### src/asr_pkg.sv
// package: pin timing and cycle counts for the sram host controller
package asr_pkg;
   localparam int CLK_PERIOD_NS = 10;
   localparam int ADDR_W = 16;
   localparam int DATA_W = 16;
   // write timing (ns)
   localparam int WRITE_CYCLE_NS = 15;
   localparam int WRITE_PULSE_NS = 10;
   localparam int WRITE_DATA_SETUP_NS = 8;
   localparam int STROBE_LOW_TO_FLOAT_NS = 7;
   localparam int ADDR_SETUP_END_NS = 10;
   localparam int LANE_TO_END_NS = 9;
   localparam int SELECT_TO_END_NS = 10;
   // read timing
   localparam int READ_CYCLE_NS = 15;
   localparam int ADDRESS_ACCESS_DELAY_NS = 15;
   localparam int SELECT_ACCESS_NS = 15;
   localparam int ENABLE_ACCESS_NS = 7;
   localparam int FLOAT_NS = 7;
   // least times round up
   localparam int PULSE_NS_MAX1 = (WRITE_PULSE_NS > WRITE_DATA_SETUP_NS + STROBE_LOW_TO_FLOAT_NS)
      ? WRITE_PULSE_NS : WRITE_DATA_SETUP_NS + STROBE_LOW_TO_FLOAT_NS;
   localparam int PULSE_NS = (PULSE_NS_MAX1 > WRITE_CYCLE_NS) ? PULSE_NS_MAX1 : WRITE_CYCLE_NS;
   localparam int WRITE_LOW_CYC = (PULSE_NS + CLK_PERIOD_NS - 1) / CLK_PERIOD_NS;
   localparam int READ_NS = (READ_CYCLE_NS > ADDRESS_ACCESS_DELAY_NS) ? READ_CYCLE_NS
      : ADDRESS_ACCESS_DELAY_NS;
   // two extra cycles cover the two input synchroniser stages
   localparam int READ_WAIT_CYC = (READ_NS + CLK_PERIOD_NS - 1) / CLK_PERIOD_NS + 2;
   localparam int TURN_CYC = (FLOAT_NS + CLK_PERIOD_NS - 1) / CLK_PERIOD_NS;
   localparam int CNT_W = 4;
   localparam logic [CNT_W-1:0] WRITE_LOW_CNT = CNT_W'(WRITE_LOW_CYC);
   localparam logic [CNT_W-1:0] READ_WAIT_CNT = CNT_W'(READ_WAIT_CYC);
   localparam logic [CNT_W-1:0] TURN_CNT = CNT_W'(TURN_CYC);
   typedef enum logic [4:0] {
      ST_IDLE = 5'h01,
      ST_WSET = 5'h02,
      ST_WLOW = 5'h04,
      ST_RWAIT = 5'h08,
      ST_TURN = 5'h10
   } asr_state_t;
endpackage

### src/asr_host.sv
// host controller that drives the 64k x 16 asynchronous sram pins
// How it works
// - data steady 8 ns before write end
// - write cycle 15 ns, pulse 10 ns
// - address steady across the whole write
// - lanes and select lead write end
// - strobe pulse covers setup plus float delay
// - strobe held high through every read
// - address valid before select falls on writes, on the same edge as select on reads
`timescale 1ns/1ps
module asr_host
   import asr_pkg::*;
(
   input wire logic clk,
   input wire logic rst_n,
   input wire logic reqValid,
   input wire logic reqWrite,
   input wire logic [asr_pkg::ADDR_W-1:0] reqAddr,
   input wire logic [asr_pkg::DATA_W-1:0] reqWdata,
   input wire logic [1:0] reqLanes_n,
   output logic reqReady,
   output logic rspValid,
   output logic [asr_pkg::DATA_W-1:0] rspRdata,
   output logic chipSelect_n,
   output logic outputEnable_n,
   output logic writeStrobe_n,
   output logic low_lane_select_n,
   output logic high_lane_select_n,
   output logic [asr_pkg::ADDR_W-1:0] word_address,
   output logic [asr_pkg::DATA_W-1:0] data_bus_out,
   output logic [asr_pkg::DATA_W-1:0] data_bus_oe,
   input wire logic [asr_pkg::DATA_W-1:0] data_bus_in
);
   import asr_pkg::*;

   // ==========================================
   // reset release
   logic rstMeta_n;
   logic rstSync_n;
   always_ff @(posedge clk or negedge rst_n) begin
      if (!rst_n) begin
         rstMeta_n <= 1'b0;
         rstSync_n <= 1'b0;
      end else begin
         rstMeta_n <= 1'b1;
         rstSync_n <= rstMeta_n;
      end
   end

   // ==========================================
   // data pin input synchroniser
   logic [DATA_W-1:0] dataSync;
   asr_sync #(.W(DATA_W)) uSync (
      .clk(clk),
      .rstSync_n(rstSync_n),
      .din(data_bus_in),
      .dout(dataSync)
   );

   // ==========================================
   // state
   typedef struct packed {
      asr_state_t st;
      logic [CNT_W-1:0] cnt;
      logic ready;
      logic rspValid;
      logic [DATA_W-1:0] rdata;
      logic cs_n;
      logic oe_n;
      logic we_n;
      logic lo_n;
      logic hi_n;
      logic [ADDR_W-1:0] addr;
      logic [DATA_W-1:0] dout;
      logic [DATA_W-1:0] doe;
   } asr_regs_t;

   asr_regs_t r;
   asr_regs_t next_r;

   // ==========================================
   // next state
   always_comb begin
      next_r = r;
      next_r.rspValid = 1'b0;
      unique case (r.st)
         ST_IDLE: begin
            // ready returns one cycle after reset release
            if (!r.ready) begin
               next_r.ready = 1'b1;
            end else if (reqValid) begin
               next_r.ready = 1'b0;
               // address, data and lanes placed; a write drops no select or strobe yet, a read drops select and output enable in the same cycle
               next_r.addr = reqAddr;
               next_r.dout = reqWdata;
               next_r.lo_n = reqLanes_n[0];
               next_r.hi_n = reqLanes_n[1];
               if (reqWrite) begin
                  // output enable kept high so the device floats
                  next_r.oe_n = 1'b1;
                  next_r.we_n = 1'b1;
                  next_r.st = ST_WSET;
               end else begin
                  // strobe high for the whole read
                  next_r.we_n = 1'b1;
                  next_r.st = ST_RWAIT;
                  next_r.cs_n = 1'b0;
                  next_r.oe_n = 1'b0;
                  next_r.cnt = READ_WAIT_CNT;
               end
            end
         end
         ST_WSET: begin
            // select, strobe and lanes overlap
            next_r.cs_n = 1'b0;
            next_r.we_n = 1'b0;
            next_r.doe = {{8{~r.hi_n}}, {8{~r.lo_n}}};
            next_r.cnt = WRITE_LOW_CNT;
            next_r.st = ST_WLOW;
         end
         ST_WLOW: begin
            // pulse long enough for setup and float
            if (r.cnt == CNT_W'(1)) begin
               // select and strobe rise together, data held one more cycle
               next_r.cs_n = 1'b1;
               next_r.we_n = 1'b1;
               next_r.lo_n = 1'b1;
               next_r.hi_n = 1'b1;
               next_r.cnt = TURN_CNT;
               next_r.st = ST_TURN;
            end else begin
               next_r.cnt = r.cnt - CNT_W'(1);
            end
         end
         ST_RWAIT: begin
            // wait access time plus sync stages
            if (r.cnt == CNT_W'(1)) begin
               // keep only selected lanes of the sample
               if (r.hi_n) begin
                  next_r.rdata[15:8] = 8'h00;
               end else begin
                  next_r.rdata[15:8] = dataSync[15:8];
               end
               if (r.lo_n) begin
                  next_r.rdata[7:0] = 8'h00;
               end else begin
                  next_r.rdata[7:0] = dataSync[7:0];
               end
               next_r.rspValid = 1'b1;
               next_r.cs_n = 1'b1;
               next_r.oe_n = 1'b1;
               next_r.lo_n = 1'b1;
               next_r.hi_n = 1'b1;
               next_r.cnt = TURN_CNT;
               next_r.st = ST_TURN;
            end else begin
               next_r.cnt = r.cnt - CNT_W'(1);
            end
         end
         ST_TURN: begin
            // release the bus after the device floats
            next_r.doe = '0;
            if (r.cnt == CNT_W'(1)) begin
               next_r.ready = 1'b1;
               next_r.st = ST_IDLE;
            end else begin
               next_r.cnt = r.cnt - CNT_W'(1);
            end
         end
         default: begin
            next_r.st = ST_IDLE;
            next_r.ready = 1'b1;
         end
      endcase
   end

   // ==========================================
   // state register
   always_ff @(posedge clk or negedge rstSync_n) begin
      if (!rstSync_n) begin
         r <= '{
            st: ST_IDLE,
            cnt: '0,
            ready: 1'b0,
            rspValid: 1'b0,
            rdata: '0,
            cs_n: 1'b1,
            oe_n: 1'b1,
            we_n: 1'b1,
            lo_n: 1'b1,
            hi_n: 1'b1,
            addr: '0,
            dout: '0,
            doe: '0
         };
      end else begin
         r <= next_r;
      end
   end

   // ==========================================
   // outputs straight from flip-flops
   assign reqReady = r.ready;
   assign rspValid = r.rspValid;
   assign rspRdata = r.rdata;
   assign chipSelect_n = r.cs_n;
   assign outputEnable_n = r.oe_n;
   assign writeStrobe_n = r.we_n;
   assign low_lane_select_n = r.lo_n;
   assign high_lane_select_n = r.hi_n;
   assign word_address = r.addr;
   assign data_bus_out = r.dout;
   assign data_bus_oe = r.doe;
endmodule

### src/asr_sync.sv
// two flip-flop synchroniser for the returning data pins
`timescale 1ns/1ps
module asr_sync #(
   parameter int W = 16
) (
   input wire logic clk,
   input wire logic rstSync_n,
   input wire logic [W-1:0] din,
   output logic [W-1:0] dout
);
   logic [W-1:0] stage1;
   always_ff @(posedge clk or negedge rstSync_n) begin
      if (!rstSync_n) begin
         stage1 <= '0;
         dout <= '0;
      end else begin
         stage1 <= din;
         dout <= stage1;
      end
   end
endmodule

### config.mk
export PLATFORM = sky130hd
export DESIGN_NAME = asr_host
export DESIGN_NICKNAME = d
export VERILOG_FILES = /design/src/asr_pkg.sv /design/src/asr_host.sv /design/src/asr_sync.sv
export SDC_FILE = /design/constraint.sdc
export NUM_CORES = 1
export LEC_CHECK = 0
export ABC_AREA = 1
export BUFFER_PORTS_ARGS = -buffer_cell sky130_fd_sc_hd__buf_2
export CAP_MARGIN = 20
export CORE_ASPECT_RATIO = 1.4
export CORE_MARGIN = 1.5
export CORE_UTILIZATION = 42
export CTS_BUF_LIST = sky130_fd_sc_hd__clkbuf_8
export DETAILED_ROUTE_END_ITERATION = 8
export MAX_ROUTING_LAYER = met4
export PLACE_DENSITY = 0.69
export SLEW_MARGIN = 40
export SYNTH_ARGS = -nofsm -noshare
export SYNTH_HDL_FRONTEND = slang
export SYNTH_SLANG_ARGS = --single-unit
### constraint.sdc
create_clock -name clk -period 3.2 [get_ports clk]
set_input_delay 0.32 -clock clk [delete_from_list [all_inputs] [get_ports clk]]
set_output_delay 0.32 -clock clk [all_outputs]
set_load 0.05 [all_outputs]
==> results of run 1 <==
path summary, 6_finish.rpt:
path,from,end,slack (ns),cells after the start
setup / recovery,r[75],word_address[14],1.31,7
max in group asynchronous,rstSync_n,chipSelect_n,1.98,1
hold reg to reg,uSync.stage1[15],uSync.dout[15],0.35,0
hold / removal,data_bus_in[6],uSync.stage1[6],0.04,1
min in group asynchronous,rst_n,rstSync_n,0.25,2
setup reg to reg,r[75],word_address[14],1.31,7
stage by stage:
| stage | std cells | util, % |
|---|---|---|
| 5_1_grt | 657 | 48.10 |
| 2_1_floorplan | 451 | - |
| 3_3_place_gp | 640 | 45.95 |
| 3_5_place_dp | 640 | 45.95 |
| 6_report | 657 | 48.10 |
| 4_1_cts | 657 | 48.10 |
layout make-up:
type                            instances  area share (%)
Sequential cell                       100           52.51
Multi-Input combinational cell        259           24.54
Timing Repair Buffer                  127           13.49
Tap cell                              135           3.528
Clock buffer                            9           2.588
Clock inverter                          7           1.673
Inverter                               20           1.673
synthesized netlist by cell type:
cell / instances
nand2_1: 179
dfrtp_1: 94
buf_4: 64
nand3_1: 33
inv_1: 15
nor2_1: 14
buf_6: 8
nand2_2: 7
dfstp_2: 6
o21ai_0: 5
inv_2: 3
nor2_4: 3
a21oi_1: 2
ha_1: 2
inv_4: 2
nand3_4: 2
nor2_2: 2
nor2_8: 2
conb_1: 1
nand3_2: 1
nand3b_1: 1
nor3_1: 1
o21a_1: 1
o21ai_2: 1
xnor2_1: 1
xor2_1: 1
power by group:
group	total [W]	switching, W	internal, W	leakage [nW]
Sequential	0.00182	0.000220	0.00160	1.24
Combinational	0.00265	0.00205	0.000597	1.41
Clock	0.000823	0.000449	0.000374	0.108
kinds of logic after synthesis:
family,synth area share (%)
and+or+nand+nor,24.85
buffers and inverters,15.01
AOI/OAI and AO/OA,1.183
DFF,57.89
adders and majority gates,0.5771
xor gates and xnor gates,0.4041
other,0.08650
layer usage:
layer | routed length, um | global-route usage (%) | vias up
met4 | 137 | 6.250 | 0
met5 | 0 | - | -
met3 | 436 | 4.406 | 11
li1 | - | - | 1456
met1 | 3280 | 19.42 | 1359
met2 | 3950 | 25.38 | 91
sequential cells by signal, summed over array words and instances (netlist names):
name / count
data_bus_out: 16
rspRdata: 16
uSync.dout: 16
uSync.stage1: 16
word_address: 16
r: 9
data_bus_oe: 2
chipSelect_n: 1
high_lane_select_n: 1
low_lane_select_n: 1
outputEnable_n: 1
reqReady: 1
rspValid: 1
rstMeta_n: 1
rstSync_n: 1
writeStrobe_n: 1
==> metrics.md, run 1 <==
| Metric | Value |
|---|---|
| Die H | 123.2 um |
| Vias in the first global route | 2,793 |
| First-pass GRT wire length | 12,860 um |
| Fin. max-slew vios | 0 |
| Fillers | 955 |
| Global route overflow | 0 |
| Slowest cell on the critical path | dfstp_2 |
| TritonRoute pass-1 iters | 4 |
| Row count | 43 |
| Maximum Capacitance Violations | 0 |
| P_leak | 2.755 nW |
| Global-route usage over all layers | 16.03% |
| Crit path arrival time | 2.15 ns |
| CP Buf/Inv Count | 2 |
| CTS H-tree depth | 3 |
| Pin count of the biggest net entering global routing | 60 |
| Via count | 2,917 |
| Slew of the pin with the lowest slew margin | 0.7097 ns |
| Unique cell type count in the Yosys netlist | 26 |
| Worst vdd ir | 0.5110 mV |
| Pwr dens | 1107 nW/um^2 |
| TritonCTS clock tree | yes |
| Hold Violations, Final | 0 |
| Storage element area | 2514 um^2 |
| Kind of critical path | reg2reg |
| Syn Nets | 507 |
| Initial cell density of the core | 43.56% |
| CTS resizes | 0 |
| Gate Count Post-Synth | 451 |
| #FFs+latches synth | 100 |
| CP delay by family, top | simple AND/OR/NAND/NOR gates |
| Clock slew at reported path FFs | 0.10 ns |
| Worst setup SP type | flip-flop |
| I/O pin total | 125 |
| Worst Hold Class | in2reg |
| Initial DRC Count | 134 |
| Fin nets | 573 |
| Synthesized area per cell | 9.613 um^2 |
| Vias per cell | 4.440 |
| Detail Route Antenna Nets | 0 |
| Per-cell routed wire length | 11.88 um |
| Mapped Area | 4335 um^2 |
| Period utilisation layout | 59.09% |
| Worst Path Max Fanout | 34 |
| Worst Setup End Kind | flip-flop |
| DRC | 0 |
| RSZ-0062 raised after global routing | false |
| Layout cell share with drive strength beyond 1 | 32.76% |
| Chip Width | 88.87 um |
| Hold slack | 0.04326 ns |
| Layout area overhead | 10.42% |
| Routed Wire Length | 7804 um |
| Initial antenna violation count | 0 |
| Post-synthesis sequential area ratio | 57.89% |
| Die ar. | 10,950 um^2 |
| Yosys top cell area share | 54.26% |
| Core area | 9953 um^2 |
| Final Critical Period | 1.891 ns |
| Area leader, netlist | dfrtp_1 |
| Clock sink count | 100 |
| Post-Route Setup TNS | 0 ns |
| CP most frequent cell | nand2_1 |
| RePlAce Congestion | 0.8800 |
| Status | finished clean |
| Area of the multi-input gates | 1175 um^2 |
| Worst path required time | 3.46 ns |
| Final setup fails | 0 |
| Cts hold-fix bufs | 1 |
| Setup Buffers After CTS | 0 |
| Yosys warnings | 0 |
| Root Driver | clkbuf_8 |
| Worst slack, placed | 1.319 ns |
| Slew HR | 52.68% |
| Top cells by area, synth | dfrtp_1, nand2_1, buf_4, nand3_1, dfstp_2 |
| Setup WS post-layout | 1.309 ns |
| Most common cell after layout, fill and taps aside | nand2_1 |
| Buffers on Ports | 124 |
| Most frequent cells in the layout | nand2_1, buf_2, dfrtp_1, nand3_1, inv_1 |
| Critical-path cell list | inv_1 -> nor2_1 -> nand3_4 -> nor2_8 -> inv_4 -> nand2_1 -> nand2_1 |
| Hpwl dp | 5822 um |
| Worst-case clock buffer depth | 2 |
| Slowest stage delay, CP | 0.56 ns |
| Power consumption | 0.005299 W |
| Fmax | 528.9 MHz |
| Post-DP Area | 4573 um^2 |
| Clk Latency, worst-skew pair | 0.37 ns |
| Final Cell Area | 4787 um^2 |
| Layout Skew | 0.009406 ns |
| Antenna Cells | 0 |
| CTS Buf Count | 9 |
Power figures use the tool's default switching activity.
==> inputs of run 2 (changes only) <==
==> constraint.sdc (replaced) <==
create_clock -name clk -period 1.6 [get_ports clk]
set_input_delay 0.16 -clock clk [delete_from_list [all_inputs] [get_ports clk]]
set_output_delay 0.16 -clock clk [all_outputs]
set_load 0.05 [all_outputs]
==> run 2 against run 1 <==
Against the previous run:
- maximum frequency is 24% higher
- clock power is 96% higher
- routed wire length is 16% higher
- via count is 10% higher
- sequential share of layout area is 5.7 points lower
- first-iteration DRC count is 82% higher
- combinational power is 120% higher
- sequential power is 100% higher
- largest power group unchanged
- utilization is 5.9 points higher
- critical path depth is 2 higher
- final cell count is 8.2% higher
- global-route usage is 2.0 points higher
==> metrics.md, run 2 (synthesis gave the netlist of run 1 again) <==
| Metric | Value |
|---|---|
| Routed Wire Length | 9023 um (was 7804 um) |
| Detail Route Antenna Nets | 0 (unchanged) |
| Period utilisation layout | 95.30% (was 59.09%) |
| Clock slew at reported path FFs | 0.09 ns (was 0.10 ns) |
| Final Critical Period | 1.525 ns (was 1.891 ns) |
| DRC | 0 (unchanged) |
| Clock sink count | 100 (unchanged) |
| Most common cell after layout, fill and taps aside | nand2_1 (unchanged) |
| Row count | 43 (unchanged) |
| Worst-case clock buffer depth | 2 (unchanged) |
| Clk Latency, worst-skew pair | 0.37 ns (about the same) |
| Fin nets | 627 (was 573) |
| Die ar. | 10,950 um^2 (unchanged) |
| Chip Width | 88.87 um (unchanged) |
| Hpwl dp | 6011 um (was 5822 um) |
| Worst slack, placed | 0.02039 ns (was 1.319 ns) |
| Initial cell density of the core | 43.56% (unchanged) |
| P_leak | 2.996 nW (was 2.755 nW) |
| Layout cell share with drive strength beyond 1 | 33.39% (was 32.76%) |
| Critical-path cell list | nor2_4 -> nand2_1 -> nor2_4 -> o21ai_0 -> nand2_1 -> inv_1 -> nand2_2 -> nand2_1 -> nand2_1 (was inv_1 -> nor2_1 -> nand3_4 -> nor2_8 -> inv_4 -> nand2_1 -> nand2_1) |
| DR WL met3 | 452 um (was 436 um) |
| Most frequent cells in the layout | nand2_1, buf_2, dfrtp_1, dlygate4sd3_1, nand3_1 (was nand2_1, buf_2, dfrtp_1, nand3_1, inv_1) |
| Worst path required time | 1.90 ns (was 3.46 ns) |
| Hold Violations, Final | 0 (unchanged) |
| CTS H-tree depth | 3 (unchanged) |
| Pin count of the biggest net entering global routing | 33 (was 60) |
| Setup WS post-layout | 0.07525 ns (was 1.309 ns) |
| Worst Setup End Kind | flip-flop (unchanged) |
| Initial antenna violation count | 1 (was 0) |
| Met2 WL post-DR | 4811 um (was 3950 um) |
| Fin. max-slew vios | 0 (unchanged) |
| Crit path arrival time | 1.82 ns (was 2.15 ns) |
| Maximum Capacitance Violations | 0 (unchanged) |
| Global route overflow | 0 (unchanged) |
| Initial DRC Count | 244 (was 134) |
| Sequential share of power | 33.2% (was 34.4%) |
| Buffers on Ports | 124 (unchanged) |
| Via count | 3,208 (was 2,917) |
| Power consumption | 0.01102 W (was 0.005299 W) |
| Slowest cell on the critical path | dfrtp_2 (was dfstp_2) |
| Sw Ratio | 51.01% (was 51.39%) |
| Net Sw Power | 0.005621 W (was 0.002723 W) |
| Fmax | 655.8 MHz (was 528.9 MHz) |
| CP delay by family, top | simple AND/OR/NAND/NOR gates (unchanged) |
| CP Buf/Inv Count | 1 (was 2) |
| Vias in the first global route | 3,159 (was 2,793) |
| Kind of critical path | reg2reg (unchanged) |
| Global-route usage over all layers | 18.07% (was 16.03%) |
| RSZ-0062 raised after global routing | true (was false) |
| RePlAce Congestion | 0.8608 (was 0.8800) |
| First-pass GRT wire length | 14,520 um (was 12,860 um) |
| Status | finished clean (unchanged) |
| Layout Skew | 0.01357 ns (was 0.009406 ns) |
| Worst setup SP type | flip-flop (unchanged) |
| Root Driver | clkbuf_8 (unchanged) |
| Post-DP Area | 4631 um^2 (was 4573 um^2) |
| Core area | 9953 um^2 (unchanged) |
| Pwr dens | 2049 nW/um^2 (was 1107 nW/um^2) |
| Comb pwr share | 52.2% (was 50.0%) |
| Per-cell routed wire length | 12.69 um (was 11.88 um) |
| TritonRoute pass-1 iters | 4 (unchanged) |
| Int Pwr | 0.005398 W (was 0.002575 W) |
| Worst vdd ir | 1.061 mV (was 0.5110 mV) |
| M1 WL | 3534 um (was 3280 um) |
| Post-Route Setup TNS | 0 ns (unchanged) |
| TritonCTS clock tree | yes (unchanged) |
| CTS Buf Count | 9 (unchanged) |
| Worst Path Max Fanout | 4 (was 34) |
| CP most frequent cell | nand2_1 (unchanged) |
| Worst Hold Class | in2reg (unchanged) |
| Final Cell Area | 5376 um^2 (was 4787 um^2) |
| Final setup fails | 0 (unchanged) |
| Vias per cell | 4.512 (was 4.440) |
| Slowest stage delay, CP | 0.47 ns (was 0.56 ns) |
| Clock share of power | 14.6% (was 15.5%) |
| Max Used Layer | met4 (unchanged) |
| Layout area overhead | 24.01% (was 10.42%) |
| Die H | 123.2 um (unchanged) |
| I/O pin total | 125 (unchanged) |
run 2: cell types whose count changed in the layout (fill, tap and decap cells not counted), sizes merged:
cell and delta:
buf +11, dlygate4sd3 +43, diode +1, clkinvlp +1
inv -2
run 2: final timing paths:
| check | start | to | slack [ns] | cells after the start |
|---|---|---|---|---|
| min in group asynchronous | rst_n | rstSync_n | 0.13 | 2 |
| worst max register to register | r[77] | r[74] | 0.08 | 9 |
| worst max-delay path | r[77] | r[74] | 0.08 | 9 |
| worst min-delay path | reqAddr[15] | word_address[15] | 0.01 | 3 |
| worst min register to register | rstSync_n | uSync.dout[13] | 0.23 | 0 |
| max in group asynchronous | rstSync_n | data_bus_out[6] | 0.76 | 1 |
run 2: final cells by class:
cell class	instances	area (um^2)
Multi-Input combinational cell	259	1229
Clock inverter	6	71.32
Fill cell	878	4577
Sequential cell	100	2516
Clock buffer	9	123.9
Timing Repair Buffer	181	1182
Tap cell	135	168.9
Inverter	20	82.58
Antenna cell	1	2.502
run 2: per-layer routing:
metal,global-route usage [%],up-vias
li1,-,1560
met1,21.01,1513
met2,30.26,118
met3,2.737,17
met4,8.887,0
met5,-,-
run 2: per-stage QoR:
| step | utilization [%] | std cells | hold slack (ns) |
|---|---|---|---|
| 3_3_place_gp | 46.52 | 646 | -0.05435 |
| 5_1_grt | 54.02 | 711 | 0.01384 |
| 4_1_cts | 52.91 | 705 | 0.0003363 |
| 6_report | 54.02 | 711 | 0.01277 |
| 2_1_floorplan | - | 451 | -0.1356 |
| 3_5_place_dp | 46.52 | 646 | -0.05241 |
run 2: worst reg2reg max path: cells and delay by family, from the launching register on:
family / cells / cell delay, ns
flip-flops: 1 / 0.47
buffers and inverters: 1 / 0.06
AO/OA/AOI/OAI: 1 / 0.10
AND/OR/NAND/NOR: 7 / 0.84
run 2: what timing repair did:
| item | CTS | global route |
|---|---|---|
| setup endpoints to repair | 0 | 45 |
| hold buffers | 44 | 0 |
| resized for setup | 0 | 19 |
| hold endpoints to repair | 45 | 0 |
| buffers inserted | 0 | 5 |
run 2: power by group through the flow:
| stage | registers, W | clock network, W | logic [W] |
|---|---|---|---|
| after floorplan | 0.00380 | 0 | 0.00508 |
| after global placement | 0.00367 | 0 | 0.00532 |
| after detailed placement | 0.00368 | 0 | 0.00544 |
| after CTS | 0.00365 | 0.00165 | 0.00551 |
| after global routing | 0.00375 | 0.00176 | 0.00622 |
| final | 0.00366 | 0.00161 | 0.00575 |
